## src/rtl/srs_map.svh

```systemverilog
// Frame layout and fixed values of the SPI register access slave.
`ifndef SRS_MAP_SVH
`define SRS_MAP_SVH

`define SRS_FRAME_BITS 56
`define SRS_CNT_W 6
`define SRS_CMD_BIT 55
`define SRS_HDR_CMD_BIT 23
`define SRS_CHAN_MSB 54
`define SRS_CHAN_LSB 53
`define SRS_DEV_MSB 52
`define SRS_DEV_LSB 48
`define SRS_REGN_MSB 47
`define SRS_REGN_LSB 32
`define SRS_DATA_MSB 31
`define SRS_DATA_LSB 0
`define SRS_CMD_READ 1'b0
`define SRS_CMD_WRITE 1'b1
`define SRS_CNT_FULL 6'h38
`define SRS_CNT_ZERO 6'h00
`define SRS_CNT_ONE 6'h01
`define SRS_IDX_FIRST 6'h37
`define SRS_DATA_ZERO 32'h0000_0000
`define SRS_HDR_ZERO 24'h00_0000
`define SRS_FRAME_ZERO 56'h00_0000_0000_0000

`endif

```

## src/rtl/srs_pkg.sv

```systemverilog
// Types shared by the SPI register access slave.
`include "srs_map.svh"

package srs_pkg;
    typedef logic [1:0] srs_chan_t;
    typedef logic [4:0] srs_dev_t;
    typedef logic [15:0] srs_regn_t;
    typedef logic [31:0] srs_data_t;
    typedef logic [23:0] srs_hdr_t;
    typedef logic [`SRS_FRAME_BITS-1:0] srs_frame_t;
    typedef logic [`SRS_CNT_W-1:0] srs_cnt_t;
    typedef enum logic [1:0] {
        SRS_IDLE,
        SRS_SHIFT,
        SRS_HOLD
    } srs_state_t;
endpackage

```

## src/rtl/srs_spi_slave.sv

```systemverilog
// SPI slave port giving an external master access to the device registers.
// How it works
// Slave select low enables; high floats MISO.
// MOSI sampled on every rising SCK edge.
// Each instruction is exactly 56 bits.
// Address is channel, device, register number.
// Bits travel MSB first, 55 down to 0.
// Command bit 0 reads, 1 writes.
// Fields sit at fixed frame bit positions.
// Writes store data; read data bits discarded.
// Read returns data of previous read address.
// MISO header echoes previous command and address.
// After a write, MISO data echoes written data.
// Write after read sends zero data field.
// Invalid address reads back as zero.
// Every read fetches, clearing clear-on-read registers.
// Master ends read sequences on a plain register.
// Default mode launches MISO on falling SCK.
// Fast mode launches MISO on rising SCK.
// Fast mode changes only MISO launch timing.
// After reset the echoed fields are zero.
`timescale 1ns/1ps
`include "srs_map.svh"

module srs_spi_slave (
    // Clock and reset.
    input wire logic clk_sys,
    input wire logic resetn,
    // SPI pins.
    input wire logic spi_sck,
    input wire logic spi_mosi,
    input wire logic spi_ssn_n,
    output logic spi_miso,
    output logic spi_miso_oe,
    // Port control.
    input wire logic fast_mode,
    // Register file access.
    output logic reg_wr_q,
    output logic reg_rd_q,
    output srs_pkg::srs_chan_t reg_chan_q,
    output srs_pkg::srs_dev_t reg_dev_q,
    output srs_pkg::srs_regn_t reg_num_q,
    output srs_pkg::srs_data_t reg_wdata_q,
    input wire srs_pkg::srs_data_t reg_rd_data,
    input wire logic reg_rd_hit
);
    import srs_pkg::*;

    // Frame word as sent on MISO: echoed command and address, then data.
    function automatic srs_frame_t frame_word(input srs_hdr_t hdr, input srs_data_t data);
        frame_word = {hdr, data};
    endfunction

    logic sck_s;
    logic mosi_s;
    logic ssn_n_s;
    logic sck_q;
    logic rise_e;
    logic fall_e;
    logic launch_e;
    logic load_e;
    logic done_e;
    logic cmd_e;

    srs_sync srs_sync_i (
        .clk_sys(clk_sys),
        .resetn(resetn),
        .sck_in(spi_sck),
        .mosi_in(spi_mosi),
        .ssn_n_in(spi_ssn_n),
        .sck_s(sck_s),
        .mosi_s(mosi_s),
        .ssn_n_s(ssn_n_s)
    );

    srs_state_t state_q, state_d;
    srs_cnt_t bit_cnt_q, bit_cnt_d;
    srs_cnt_t tx_idx_q, tx_idx_d;
    srs_frame_t rx_q, rx_d;
    srs_frame_t tx_q, tx_d;
    srs_hdr_t prev_hdr_q, prev_hdr_d;
    srs_data_t prev_wdata_q, prev_wdata_d;
    srs_data_t rbuf_q, rbuf_d;
    logic cap_q, cap_d;
    logic miso_d, miso_oe_d;
    logic reg_wr_d, reg_rd_d;
    srs_chan_t reg_chan_d;
    srs_dev_t reg_dev_d;
    srs_regn_t reg_num_d;
    srs_data_t reg_wdata_d;

    // Edge detection on the synchronised SCK level.
    always_ff @(posedge clk_sys or negedge resetn) begin
        if (!resetn) begin
            sck_q <= 1'b0;
        end else begin
            sck_q <= sck_s;
        end
    end

    always_comb begin
        rise_e = sck_s && !sck_q;
        fall_e = !sck_s && sck_q;
        load_e = (state_q == SRS_IDLE) && !ssn_n_s;
        done_e = (state_q == SRS_SHIFT) && (bit_cnt_q == `SRS_CNT_FULL) && !ssn_n_s;
        cmd_e = (state_q == SRS_SHIFT) && rise_e && (bit_cnt_q == `SRS_CNT_ZERO) && !ssn_n_s;
        if (fast_mode) begin
            launch_e = rise_e;
        end else begin
            launch_e = fall_e && (bit_cnt_q != `SRS_CNT_ZERO);
        end
    end

    // Frame state, receive and transmit.
    always_comb begin
        state_d = state_q;
        bit_cnt_d = bit_cnt_q;
        tx_idx_d = tx_idx_q;
        rx_d = rx_q;
        tx_d = tx_q;
        miso_d = spi_miso;
        miso_oe_d = spi_miso_oe;
        unique case (state_q)
            SRS_IDLE: begin
                miso_oe_d = 1'b0;
                if (load_e) begin
                    state_d = SRS_SHIFT;
                    bit_cnt_d = `SRS_CNT_ZERO;
                    tx_idx_d = `SRS_IDX_FIRST;

                    tx_d = frame_word(prev_hdr_q,
                        prev_hdr_q[`SRS_HDR_CMD_BIT] ? prev_wdata_q : rbuf_q);
                    miso_d = prev_hdr_q[`SRS_HDR_CMD_BIT];
                    miso_oe_d = 1'b1;
                end
            end
            SRS_SHIFT: begin
                if (rise_e && (bit_cnt_q != `SRS_CNT_FULL)) begin
                    rx_d = {rx_q[`SRS_FRAME_BITS-2:0], mosi_s};
                    bit_cnt_d = bit_cnt_q + `SRS_CNT_ONE;
                end
                if (cmd_e && (mosi_s == `SRS_CMD_WRITE)
                    && (prev_hdr_q[`SRS_HDR_CMD_BIT] == `SRS_CMD_READ)) begin
                    tx_d = frame_word(tx_q[`SRS_FRAME_BITS-1:`SRS_REGN_LSB], `SRS_DATA_ZERO);
                end
                if (launch_e && (tx_idx_q != `SRS_CNT_ZERO)) begin
                    tx_idx_d = tx_idx_q - `SRS_CNT_ONE;
                    miso_d = tx_q[tx_idx_q - `SRS_CNT_ONE];
                end
                if (done_e) begin
                    state_d = SRS_HOLD;
                end
            end
            SRS_HOLD: begin
                if (launch_e && (tx_idx_q != `SRS_CNT_ZERO)) begin
                    tx_idx_d = tx_idx_q - `SRS_CNT_ONE;
                    miso_d = tx_q[tx_idx_q - `SRS_CNT_ONE];
                end
            end
        endcase
        if (ssn_n_s) begin
            state_d = SRS_IDLE;
            miso_oe_d = 1'b0;
        end
    end

    // Instruction completion and register file requests.
    always_comb begin
        reg_wr_d = 1'b0;
        reg_rd_d = 1'b0;
        reg_chan_d = reg_chan_q;
        reg_dev_d = reg_dev_q;
        reg_num_d = reg_num_q;
        reg_wdata_d = reg_wdata_q;
        prev_hdr_d = prev_hdr_q;
        prev_wdata_d = prev_wdata_q;
        rbuf_d = rbuf_q;
        cap_d = reg_rd_q;
        if (done_e) begin
            reg_chan_d = rx_q[`SRS_CHAN_MSB:`SRS_CHAN_LSB];
            reg_dev_d = rx_q[`SRS_DEV_MSB:`SRS_DEV_LSB];
            reg_num_d = rx_q[`SRS_REGN_MSB:`SRS_REGN_LSB];
            prev_hdr_d = rx_q[`SRS_FRAME_BITS-1:`SRS_REGN_LSB];
            if (rx_q[`SRS_CMD_BIT] == `SRS_CMD_WRITE) begin
                reg_wr_d = 1'b1;
                reg_wdata_d = rx_q[`SRS_DATA_MSB:`SRS_DATA_LSB];
                prev_wdata_d = rx_q[`SRS_DATA_MSB:`SRS_DATA_LSB];
            end else begin
                reg_rd_d = 1'b1;
            end
        end
        if (cap_q) begin
            rbuf_d = reg_rd_hit ? reg_rd_data : `SRS_DATA_ZERO;
        end
    end

    always_ff @(posedge clk_sys or negedge resetn) begin
        if (!resetn) begin
            state_q <= SRS_IDLE;
            bit_cnt_q <= `SRS_CNT_ZERO;
            tx_idx_q <= `SRS_IDX_FIRST;
            rx_q <= `SRS_FRAME_ZERO;
            tx_q <= `SRS_FRAME_ZERO;
            spi_miso <= 1'b0;
            spi_miso_oe <= 1'b0;
            reg_wr_q <= 1'b0;
            reg_rd_q <= 1'b0;
            reg_chan_q <= 2'h0;
            reg_dev_q <= 5'h00;
            reg_num_q <= 16'h0000;
            reg_wdata_q <= `SRS_DATA_ZERO;
            prev_hdr_q <= `SRS_HDR_ZERO;
            prev_wdata_q <= `SRS_DATA_ZERO;
            rbuf_q <= `SRS_DATA_ZERO;
            cap_q <= 1'b0;
        end else begin
            state_q <= state_d;
            bit_cnt_q <= bit_cnt_d;
            tx_idx_q <= tx_idx_d;
            rx_q <= rx_d;
            tx_q <= tx_d;
            spi_miso <= miso_d;
            spi_miso_oe <= miso_oe_d;
            reg_wr_q <= reg_wr_d;
            reg_rd_q <= reg_rd_d;
            reg_chan_q <= reg_chan_d;
            reg_dev_q <= reg_dev_d;
            reg_num_q <= reg_num_d;
            reg_wdata_q <= reg_wdata_d;
            prev_hdr_q <= prev_hdr_d;
            prev_wdata_q <= prev_wdata_d;
            rbuf_q <= rbuf_d;
            cap_q <= cap_d;
        end
    end

    // Checks on the port behaviour.
    miso_float_a: assert property (
        @(posedge clk_sys) disable iff (!resetn)
        ssn_n_s |=> !spi_miso_oe)
        else $error("MISO driven while slave select is high.");

    sample_count_a: assert property (
        @(posedge clk_sys) disable iff (!resetn)
        (state_q == SRS_SHIFT) && rise_e && !ssn_n_s && (bit_cnt_q != `SRS_CNT_FULL)
        |=> (bit_cnt_q == $past(bit_cnt_q) + `SRS_CNT_ONE) && (rx_q[0] == $past(mosi_s)))
        else $error("Rising SCK edge did not sample MOSI.");

    frame_len_a: assert property (
        @(posedge clk_sys) disable iff (!resetn)
        (reg_wr_q || reg_rd_q) |-> ($past(bit_cnt_q) == `SRS_CNT_FULL))
        else $error("Request issued without a full frame.");

    addr_split_a: assert property (
        @(posedge clk_sys) disable iff (!resetn)
        (reg_wr_q || reg_rd_q)
        |-> ({reg_chan_q, reg_dev_q, reg_num_q} == $past(rx_q[`SRS_CHAN_MSB:`SRS_REGN_LSB])))
        else $error("Address fields taken from wrong frame bits.");

    cmd_decode_a: assert property (
        @(posedge clk_sys) disable iff (!resetn)
        done_e |=> (reg_wr_q == $past(rx_q[`SRS_CMD_BIT])) && (reg_rd_q == !$past(rx_q[`SRS_CMD_BIT])))
        else $error("Command bit decoded wrongly.");

    write_data_a: assert property (
        @(posedge clk_sys) disable iff (!resetn)
        reg_wr_q |-> (reg_wdata_q == $past(rx_q[`SRS_DATA_MSB:`SRS_DATA_LSB])))
        else $error("Write data not taken from frame data field.");

    read_fetch_a: assert property (
        @(posedge clk_sys) disable iff (!resetn)
        reg_rd_q ##1 cap_q |=> (rbuf_q == ($past(reg_rd_hit) ? $past(reg_rd_data) : `SRS_DATA_ZERO)))
        else $error("Fetched read data not held correctly.");

    echo_load_a: assert property (
        @(posedge clk_sys) disable iff (!resetn)
        load_e |=> (tx_q[`SRS_FRAME_BITS-1:`SRS_REGN_LSB] == $past(prev_hdr_q))
        && (spi_miso == $past(prev_hdr_q[`SRS_HDR_CMD_BIT])) && spi_miso_oe)
        else $error("MISO header does not echo previous instruction.");

    pipe_data_a: assert property (
        @(posedge clk_sys) disable iff (!resetn)
        load_e |=> (tx_q[`SRS_DATA_MSB:`SRS_DATA_LSB]
        == ($past(prev_hdr_q[`SRS_HDR_CMD_BIT]) ? $past(prev_wdata_q) : $past(rbuf_q))))
        else $error("MISO data field not pipelined correctly.");

    zero_after_read_a: assert property (
        @(posedge clk_sys) disable iff (!resetn)
        cmd_e && (mosi_s == `SRS_CMD_WRITE) && (prev_hdr_q[`SRS_HDR_CMD_BIT] == `SRS_CMD_READ)
        |=> (tx_q[`SRS_DATA_MSB:`SRS_DATA_LSB] == `SRS_DATA_ZERO))
        else $error("Write after read did not send zero data.");

    slow_launch_a: assert property (
        @(posedge clk_sys) disable iff (!resetn)
        !$past(fast_mode) && $changed(spi_miso) |-> $past(fall_e || load_e))
        else $error("MISO changed off a falling edge in default mode.");

    fast_launch_a: assert property (
        @(posedge clk_sys) disable iff (!resetn)
        $past(fast_mode) && $changed(spi_miso) |-> $past(rise_e || load_e))
        else $error("MISO changed off a rising edge in fast mode.");
endmodule

```

## src/rtl/srs_sync.sv

```systemverilog
// Two-stage synchroniser for the three SPI input pins.
`timescale 1ns/1ps

module srs_sync (
    // Clock and reset.
    input wire logic clk_sys,
    input wire logic resetn,
    // Raw pins.
    input wire logic sck_in,
    input wire logic mosi_in,
    input wire logic ssn_n_in,
    // Synchronised levels.
    output logic sck_s,
    output logic mosi_s,
    output logic ssn_n_s
);
    logic [2:0] meta_q;
    logic [2:0] sync_q;

    always_ff @(posedge clk_sys or negedge resetn) begin
        if (!resetn) begin
            meta_q <= 3'h4;
            sync_q <= 3'h4;
        end else begin
            meta_q <= {ssn_n_in, mosi_in, sck_in};
            sync_q <= meta_q;
        end
    end

    assign sck_s = sync_q[0];
    assign mosi_s = sync_q[1];
    assign ssn_n_s = sync_q[2];
endmodule

```

## config.mk

```make
export PLATFORM = sky130hd
export DESIGN_NAME = srs_spi_slave
export DESIGN_NICKNAME = d
export VERILOG_FILES = /design/src/rtl/srs_pkg.sv /design/src/rtl/srs_spi_slave.sv /design/src/rtl/srs_sync.sv
export VERILOG_INCLUDE_DIRS = /design/src /design/src/rtl
export SDC_FILE = /design/constraint.sdc
export NUM_CORES = 1
export LEC_CHECK = 0
export BUFFER_PORTS_ARGS = -buffer_cell sky130_fd_sc_hd__buf_4
export CAP_MARGIN = 20
export CORE_UTILIZATION = 59
export DETAILED_ROUTE_END_ITERATION = 8
export HOLD_SLACK_MARGIN = 0.05
export PLACE_DENSITY = 0.78
export RECOVER_POWER = 25
export SLEW_MARGIN = 25
export SYNTH_ARGS = -nofsm -noshare
export SYNTH_HDL_FRONTEND = slang
export SYNTH_SLANG_ARGS = --single-unit
```

## constraint.sdc

```tcl
create_clock -name clk_sys -period 3.5 [get_ports clk_sys]
set_clock_uncertainty 0.2 [all_clocks]
set_input_delay 0.35 -clock clk_sys [delete_from_list [all_inputs] [get_ports clk_sys]]
set_output_delay 0.35 -clock clk_sys [all_outputs]
set_load 0.02 [all_outputs]
```

== Yosys cells after proc, flatten, opt, wreduce, memory -nomap -nowiden ==
Index checks and enable logic that the tools add are counted.
Operators by class
  add/sub/neg operators: 2
  order comparisons: 1
  eq/ne operators: 10
  multiplexer cells: 28
  bitwise operators: 2
  reduce and logical (&&, ||, !) cells: 31
Operator list (count)
  56-bit one-hot mux with 2 select lines: 1
  32-bit 2-to-1 mux: 3
  56-bit 2-to-1 mux: 1
  6-bit 2-to-1 mux: 4
  6-bit one-hot mux with 2 select lines: 2
  1-bit logical AND: 13
  3-bit AND reduction: 4
  6-bit nonzero test: 2
  1-bit 2-to-1 mux: 11
  6-bit by 7-bit less-than comparator with 1-bit output, second input constant: 1
  6-bit by 1-bit adder with 6-bit output, second input constant: 1
  1-bit binary-select mux with 6-bit select: 1
  6-bit equality test, second input constant: 1
  6-bit zero test: 1
  2-bit 2-to-1 mux: 3
  2-bit by 1-bit != test with 1-bit output, second input constant: 3
  3-bit by 2-bit != test with 1-bit output, second input constant: 2
  6-bit != test, second input constant: 1
  2-bit AND reduction: 3
  6-bit by 1-bit subtractor with 6-bit output, second input constant: 1
  2-bit one-hot mux with 2 select lines: 1
  2-bit nonzero test: 2
  1-bit zero test: 3
  3-bit nonzero test: 1
  7 further kinds: 8
Storage, ports and cells
  register bits after elaboration: 249
  input port bits: 39
  output and inout bits: 59
  logic and storage cells: 94

== Longest topological paths before layout ==
  depth in word-level cells: 9
  mapped depth: 11
  depth with buffers taken out: 8

== By module ==
A second synthesis with hierarchy kept.
Unflattened totals
  cells, all modules: 787
  area total of the unflattened synthesis: 9953.3 um^2
Modules (own cells, without submodules)
  srs_spi_slave: times used 1, cells each 781, area an instance 9800.6 um^2
  srs_sync: times used 1, cells each 6, area an instance 152.6 um^2

== Worst setup path after synthesis ==
Ideal clock, no wire load.
  kind: reg-to-reg
  start: register tx_idx_q[0]
  end: register spi_miso
  setup time: 0.082 ns
  arrival: 2.435 ns
  path slack: 0.783 ns
  cell stages (with the launch flop): 12
  path buffers: 3
  cells stage by stage: dfstp_2 buf_6 inv_1 ha_1 buf_6 xor2_4 buf_12 mux2i_1 mux4_2 a222oi_1 o211ai_1 a31oi_1
Between the ends
  longest elaborated chain between the ends: 5
  elaborated cells on any way between the ends: 9
  those cells by class: add/sub (1); eq/ne (1); mux (4); reduce/logical (3)
RTL lines
  start, declared: line srs_spi_slave.sv:78  | srs_cnt_t tx_idx_q, tx_idx_d;
  start signal, assigned: line srs_spi_slave.sv:201  | tx_idx_q <= `SRS_IDX_FIRST;
  start signal, assigned: line srs_spi_slave.sv:219  | tx_idx_q <= tx_idx_d;
  6-bit by 1-bit subtractor with 6-bit output (no source line)
  1-bit binary-select mux with 6-bit select: line srs_spi_slave.sv:148, srs_spi_slave.sv:157
  1-bit 2-to-1 mux: line srs_spi_slave.sv:148, srs_spi_slave.sv:157
  1-bit 2-to-1 mux: line srs_spi_slave.sv:146, srs_spi_slave.sv:155
  1-bit one-hot mux with 2 select lines: line srs_spi_slave.sv:123  | unique case (state_q)
  end signal, assigned: line srs_spi_slave.sv:222  | spi_miso <= miso_d;
  end, declared: line srs_spi_slave.sv:33  | output logic spi_miso,
Parallel ways exist; a longest one is shown, timed or not. The select of a mux whose other input is x is not followed.
A chain may end at the register's enable or synchronous reset.

== Worst setup path after layout ==
  start: register tx_idx_q[1]
  end: register spi_miso
Same word-level chain as after synthesis.

==> out/results.txt <==
The worst setup path is of the reg -> reg kind. The number of flops mapped to enable cells by yosys works out to 0. The number of instances in the synthesized netlist came out at 780. Startpoint of the lowest-slack register-to-register path: tx_idx_q[1]. Setup slack on the critical path of the routed design comes to 0.397 ns.

In the synthesized netlist the async set-or-reset flop fraction comes to 100%. The clock reaches the later pin of the worst-skew pair after 0.49 ns. STA classifies the critical path startpoint as a flip-flop. In this run the tightest slew margin relative to its limit is -1.65%. The number of hold buffers added after CTS was 36.

After clock tree synthesis, the repair step resized 0 gates. For this run, the post-layout net count is 922. Overall power consumption after layout is estimated at 6.01 mW. The tools report the hold path startpoint as reg_rd_hit. The register-to-register setup slack is 0.40 ns. TritonCTS built the clock tree. The final critical-path required period is 3.10 ns, and the final hold violation count is 0. The height of the chip is 132 um, and the maximum clock path buffer count is 3.

Detailed routing inserted a total of 6,377 vias. The repair_antennas step left the layout with diodes totalling 0. Yosys attributes the largest share of cell area to dfrtp_1 (55%), mux2_2 (16%), mux2i_1 (4.3%).

For the arrival time at the worst endpoint, the log shows 3.31 ns. Based on the critical path, the design can be clocked at up to 322 MHz. The tools report the endpoint of the lowest-slack register-to-register path as spi_miso. Of the post-synthesis cell area, the dominant cell type holds 55.1%. For the count of max-cap constraint violations, the log shows 1.

A synthesized cell averages 12.8 um^2. The tools report the number of antenna violations at the first check in global routing as 0. Counting flops and latches in the post-synthesis netlist gives 226.

Summed over all layers, the global routing overflow is 0. At the pin with the least slew margin, the transition time is 1.52 ns. Setup repair after global routing left no endpoint under its margin.

The die covers 17,400 um^2. Yosys printed 0 warnings. The global-route usage over all layers came out at 24.2%. After clock tree synthesis, the clock-pin slew on the worst setup and hold paths is 0.06 ns. The detail route stage leaves a number of antenna-violating nets equal to 0.

For the worst setup path, the data required time is 3.71 ns. The final count of pins violating max slew is 62. Setup violations remaining at the end of the flow were counted as 0.

For this design the static power due to leakage is 5.82 nW. The logs give 56 for the count of cell types in the netlist and 34,200 um for the global-route wire length before repair. Along the worst path, the maximum fanout reaches 13. The number of instances on the worst hold path is 3. The final reports fail on capacitance limit, slew limit. Power per unit of standard cell area: 513 nW/um^2. Ratio of final minimum period to clock period: 88.7%.

The first-pass iteration count of the detailed router came out at 5. The initial core utilization was 60.2%. The run gives 98 as the number of top-level design ports. The synthesized design spends more area on one cell type than any other, namely dfrtp_1. Main flop type after synthesis: dfrtp_1. At the placement stage, the worst setup path has a slack of 0.451 ns. The logs give 6,682 for the via count of the first global-routing pass and 1 for the number of levels the H-tree was split into. After the first detailed-routing iteration, the DRC count stood at 563. Element type at the critical path end: a flip-flop. The area of the core is 16,500 um^2, and the standard-cell row count is 47. Post-CTS timing repair inserted 0 buffers for setup. The post-synth design cell area is 9950 um^2. The number of cells on the worst reg-to-reg path works out to 8. Post-synthesis net count: 825. The tools report the global placer's final weighted congestion as 0.898. Final hold analysis gives a worst-case slack of 0.0947 ns. The tools report the setup total negative slack as 0 ns. Clock tree synthesis found a total of 226 sinks.

For this block, the routed nets add up to 20,100 um of wire. The wire length per cell works out to 18.1 um. The run gives 12,700 um as the HPWL reported at the end of detailed placement. Dividing the detail-routed via count by the number of cells gives 5.73. For the sequential cell area fraction in the yosys report, the log shows 56.9%.

CTS placed an instance of clkbuf_16 at the clock tree root. The tools report the largest vdd supply drop as 0.341 mV. The tightest min-delay check is of the in -> reg type. In this run the tool buffered the top-level ports with 97 buffer cells. The tools report the hold path endpoint as rbuf_q[2].

The CTS buffer count was 23. In the final layout, the share of cells above drive strength 1 is 35.3%. The run finished, with violations left. The pin count of the biggest net entering global routing was 87; the relative area change from synthesis to final layout was 17.9%. The die boundary width works out to 132 um.

For this run, design rule violations remaining after detail routing come to 0.
==> per-stage QoR <==
| step | std cells | utilization (%) | instance area (um^2) |
|---|---|---|---|
| detailed placement | 1036 | 64.4 | 10600 |
| CTS | 1113 | 71.1 | 11700 |
| global route | 1113 | 71.0 | 11700 |
| floorplan | 780 | - | 9950 |
| finish | 1113 | 71.0 | 11700 |
| global placement | 1036 | 64.4 | 10600 |
==> cells in the mapped netlist (2+ instances only) <==
library cell	instances
o31ai_1	32
clkbuf_8	2
nor3_1	6
mux4_2	7
ha_1	6
nand4_1	4
dfstp_2	7
a31oi_1	9
nand2b_1	2
o211ai_1	2
mux2_2	138
mux4_1	3
nand2_1	47
or3_1	2
inv_1	44
buf_2	3
o21ai_0	39
nor2_1	15
dfrtp_1	219
buf_6	4
nand3_1	38
buf_4	25
a21oi_1	8
nor3b_1	4
o21a_1	3
buf_1	5
nor2b_1	2
clkbuf_1	34
mux2i_1	43
==> power by group <==
part,total (mW),internal [mW],switching [mW]
clock network,2.36,1.39,0.968
registers,2.91,2.79,0.117
logic,0.741,0.360,0.381
==> cells in the final DEF (no fill, tap or decap), types with 2 or more instances in the layout <==
cell / netlist / layout
mux2_2: 138 / 138
o21ai_0: 39 / 39
nand3_1: 38 / 38
nor3_1: 6 / 6
buf_4: 25 / 105
a21oi_1: 8 / 8
clkbuf_16: 0 / 23
clkinv_2: 0 / 5
clkbuf_8: 2 / 5
mux4_2: 7 / 7
or3_1: 2 / 2
dfrtp_2: 0 / 2
clkbuf_1: 34 / 5
ha_1: 6 / 6
clkbuf_4: 0 / 3
nand2b_1: 2 / 2
nor3b_1: 4 / 4
o211ai_1: 2 / 2
dfrtp_1: 219 / 217
mux2i_1: 43 / 43
o21a_1: 3 / 3
dlygate4sd3_1: 0 / 36
a31oi_1: 9 / 9
inv_1: 44 / 44
nand2_1: 47 / 47
nand4_1: 4 / 4
nor2_1: 15 / 14
dfstp_2: 7 / 7
nor2b_1: 2 / 2
mux4_1: 3 / 3
o31ai_1: 32 / 32
==> layout make-up <==
| class | instances | area, um^2 |
|---|---|---|
| Fill cell | 1093 | 4790 |
| Clock buffer | 33 | 663 |
| Sequential cell | 226 | 5670 |
| Multi-Input combinational cell | 436 | 3690 |
| Tap cell | 220 | 275 |
| Inverter | 44 | 165 |
| Timing Repair Buffer | 146 | 1200 |
| Clock inverter | 8 | 71.3 |
==> kinds of logic after synthesis <==
logic type,Yosys count,share of synthesized area (%)
adder cells (fa/ha/maj),6,0.754
multiplexers,192,22.6
AO/OA/AOI/OAI,109,7.20
XOR/XNOR,3,0.453
AND/OR/NAND/NOR,126,6.00
flip-flops,226,56.9
buffers and inverters,118,6.10
==> flip-flops by register name, summed over array words and instances (netlist names), 2 cells and up <==
register           count
rbuf_q                32
rx_q                  56
prev_hdr_q             4
tx_q                  56
reg_num_q             15
state_q                2
prev_wdata_q          32
srs_sync_i.meta_q      3
reg_dev_q              4
tx_idx_q               6
srs_sync_i.sync_q      3
bit_cnt_q              6
==> per-layer routing <==
| layer | wire length [um] | vias up | GRT usage (%) |
|---|---|---|---|
| met5 | 0 | - | 0 |
| met4 | 342 | 0 | 6.33 |
| met3 | 767 | 37 | 2.81 |
| met2 | 10200 | 179 | 40.7 |
| met1 | 8760 | 3235 | 33.9 |
| li1 | - | 2926 | - |
==> worst max path at each step <==
stage | end | slack (ns) | start
after floorplan | spi_miso | 0.78 | tx_idx_q[0]
after global placement | spi_miso | 0.58 | tx_idx_q[1]
after detailed placement | spi_miso | 0.45 | tx_idx_q[1]
after CTS | spi_miso | 0.42 | tx_idx_q[1]
after global routing | spi_miso | 0.23 | tx_idx_q[1]
final | spi_miso | 0.40 | tx_idx_q[1]
==> worst max-delay path: stages (launching register included) <==
cell	delay, ns
dfstp_2	0.58
inv_1	0.08
ha_1	0.33
xor2_4	0.55
mux2i_1	0.14
mux4_2	0.49
a222oi_1	0.29
o211ai_1	0.16
a31oi_1	0.19
(Power assumes the default switching activity.)
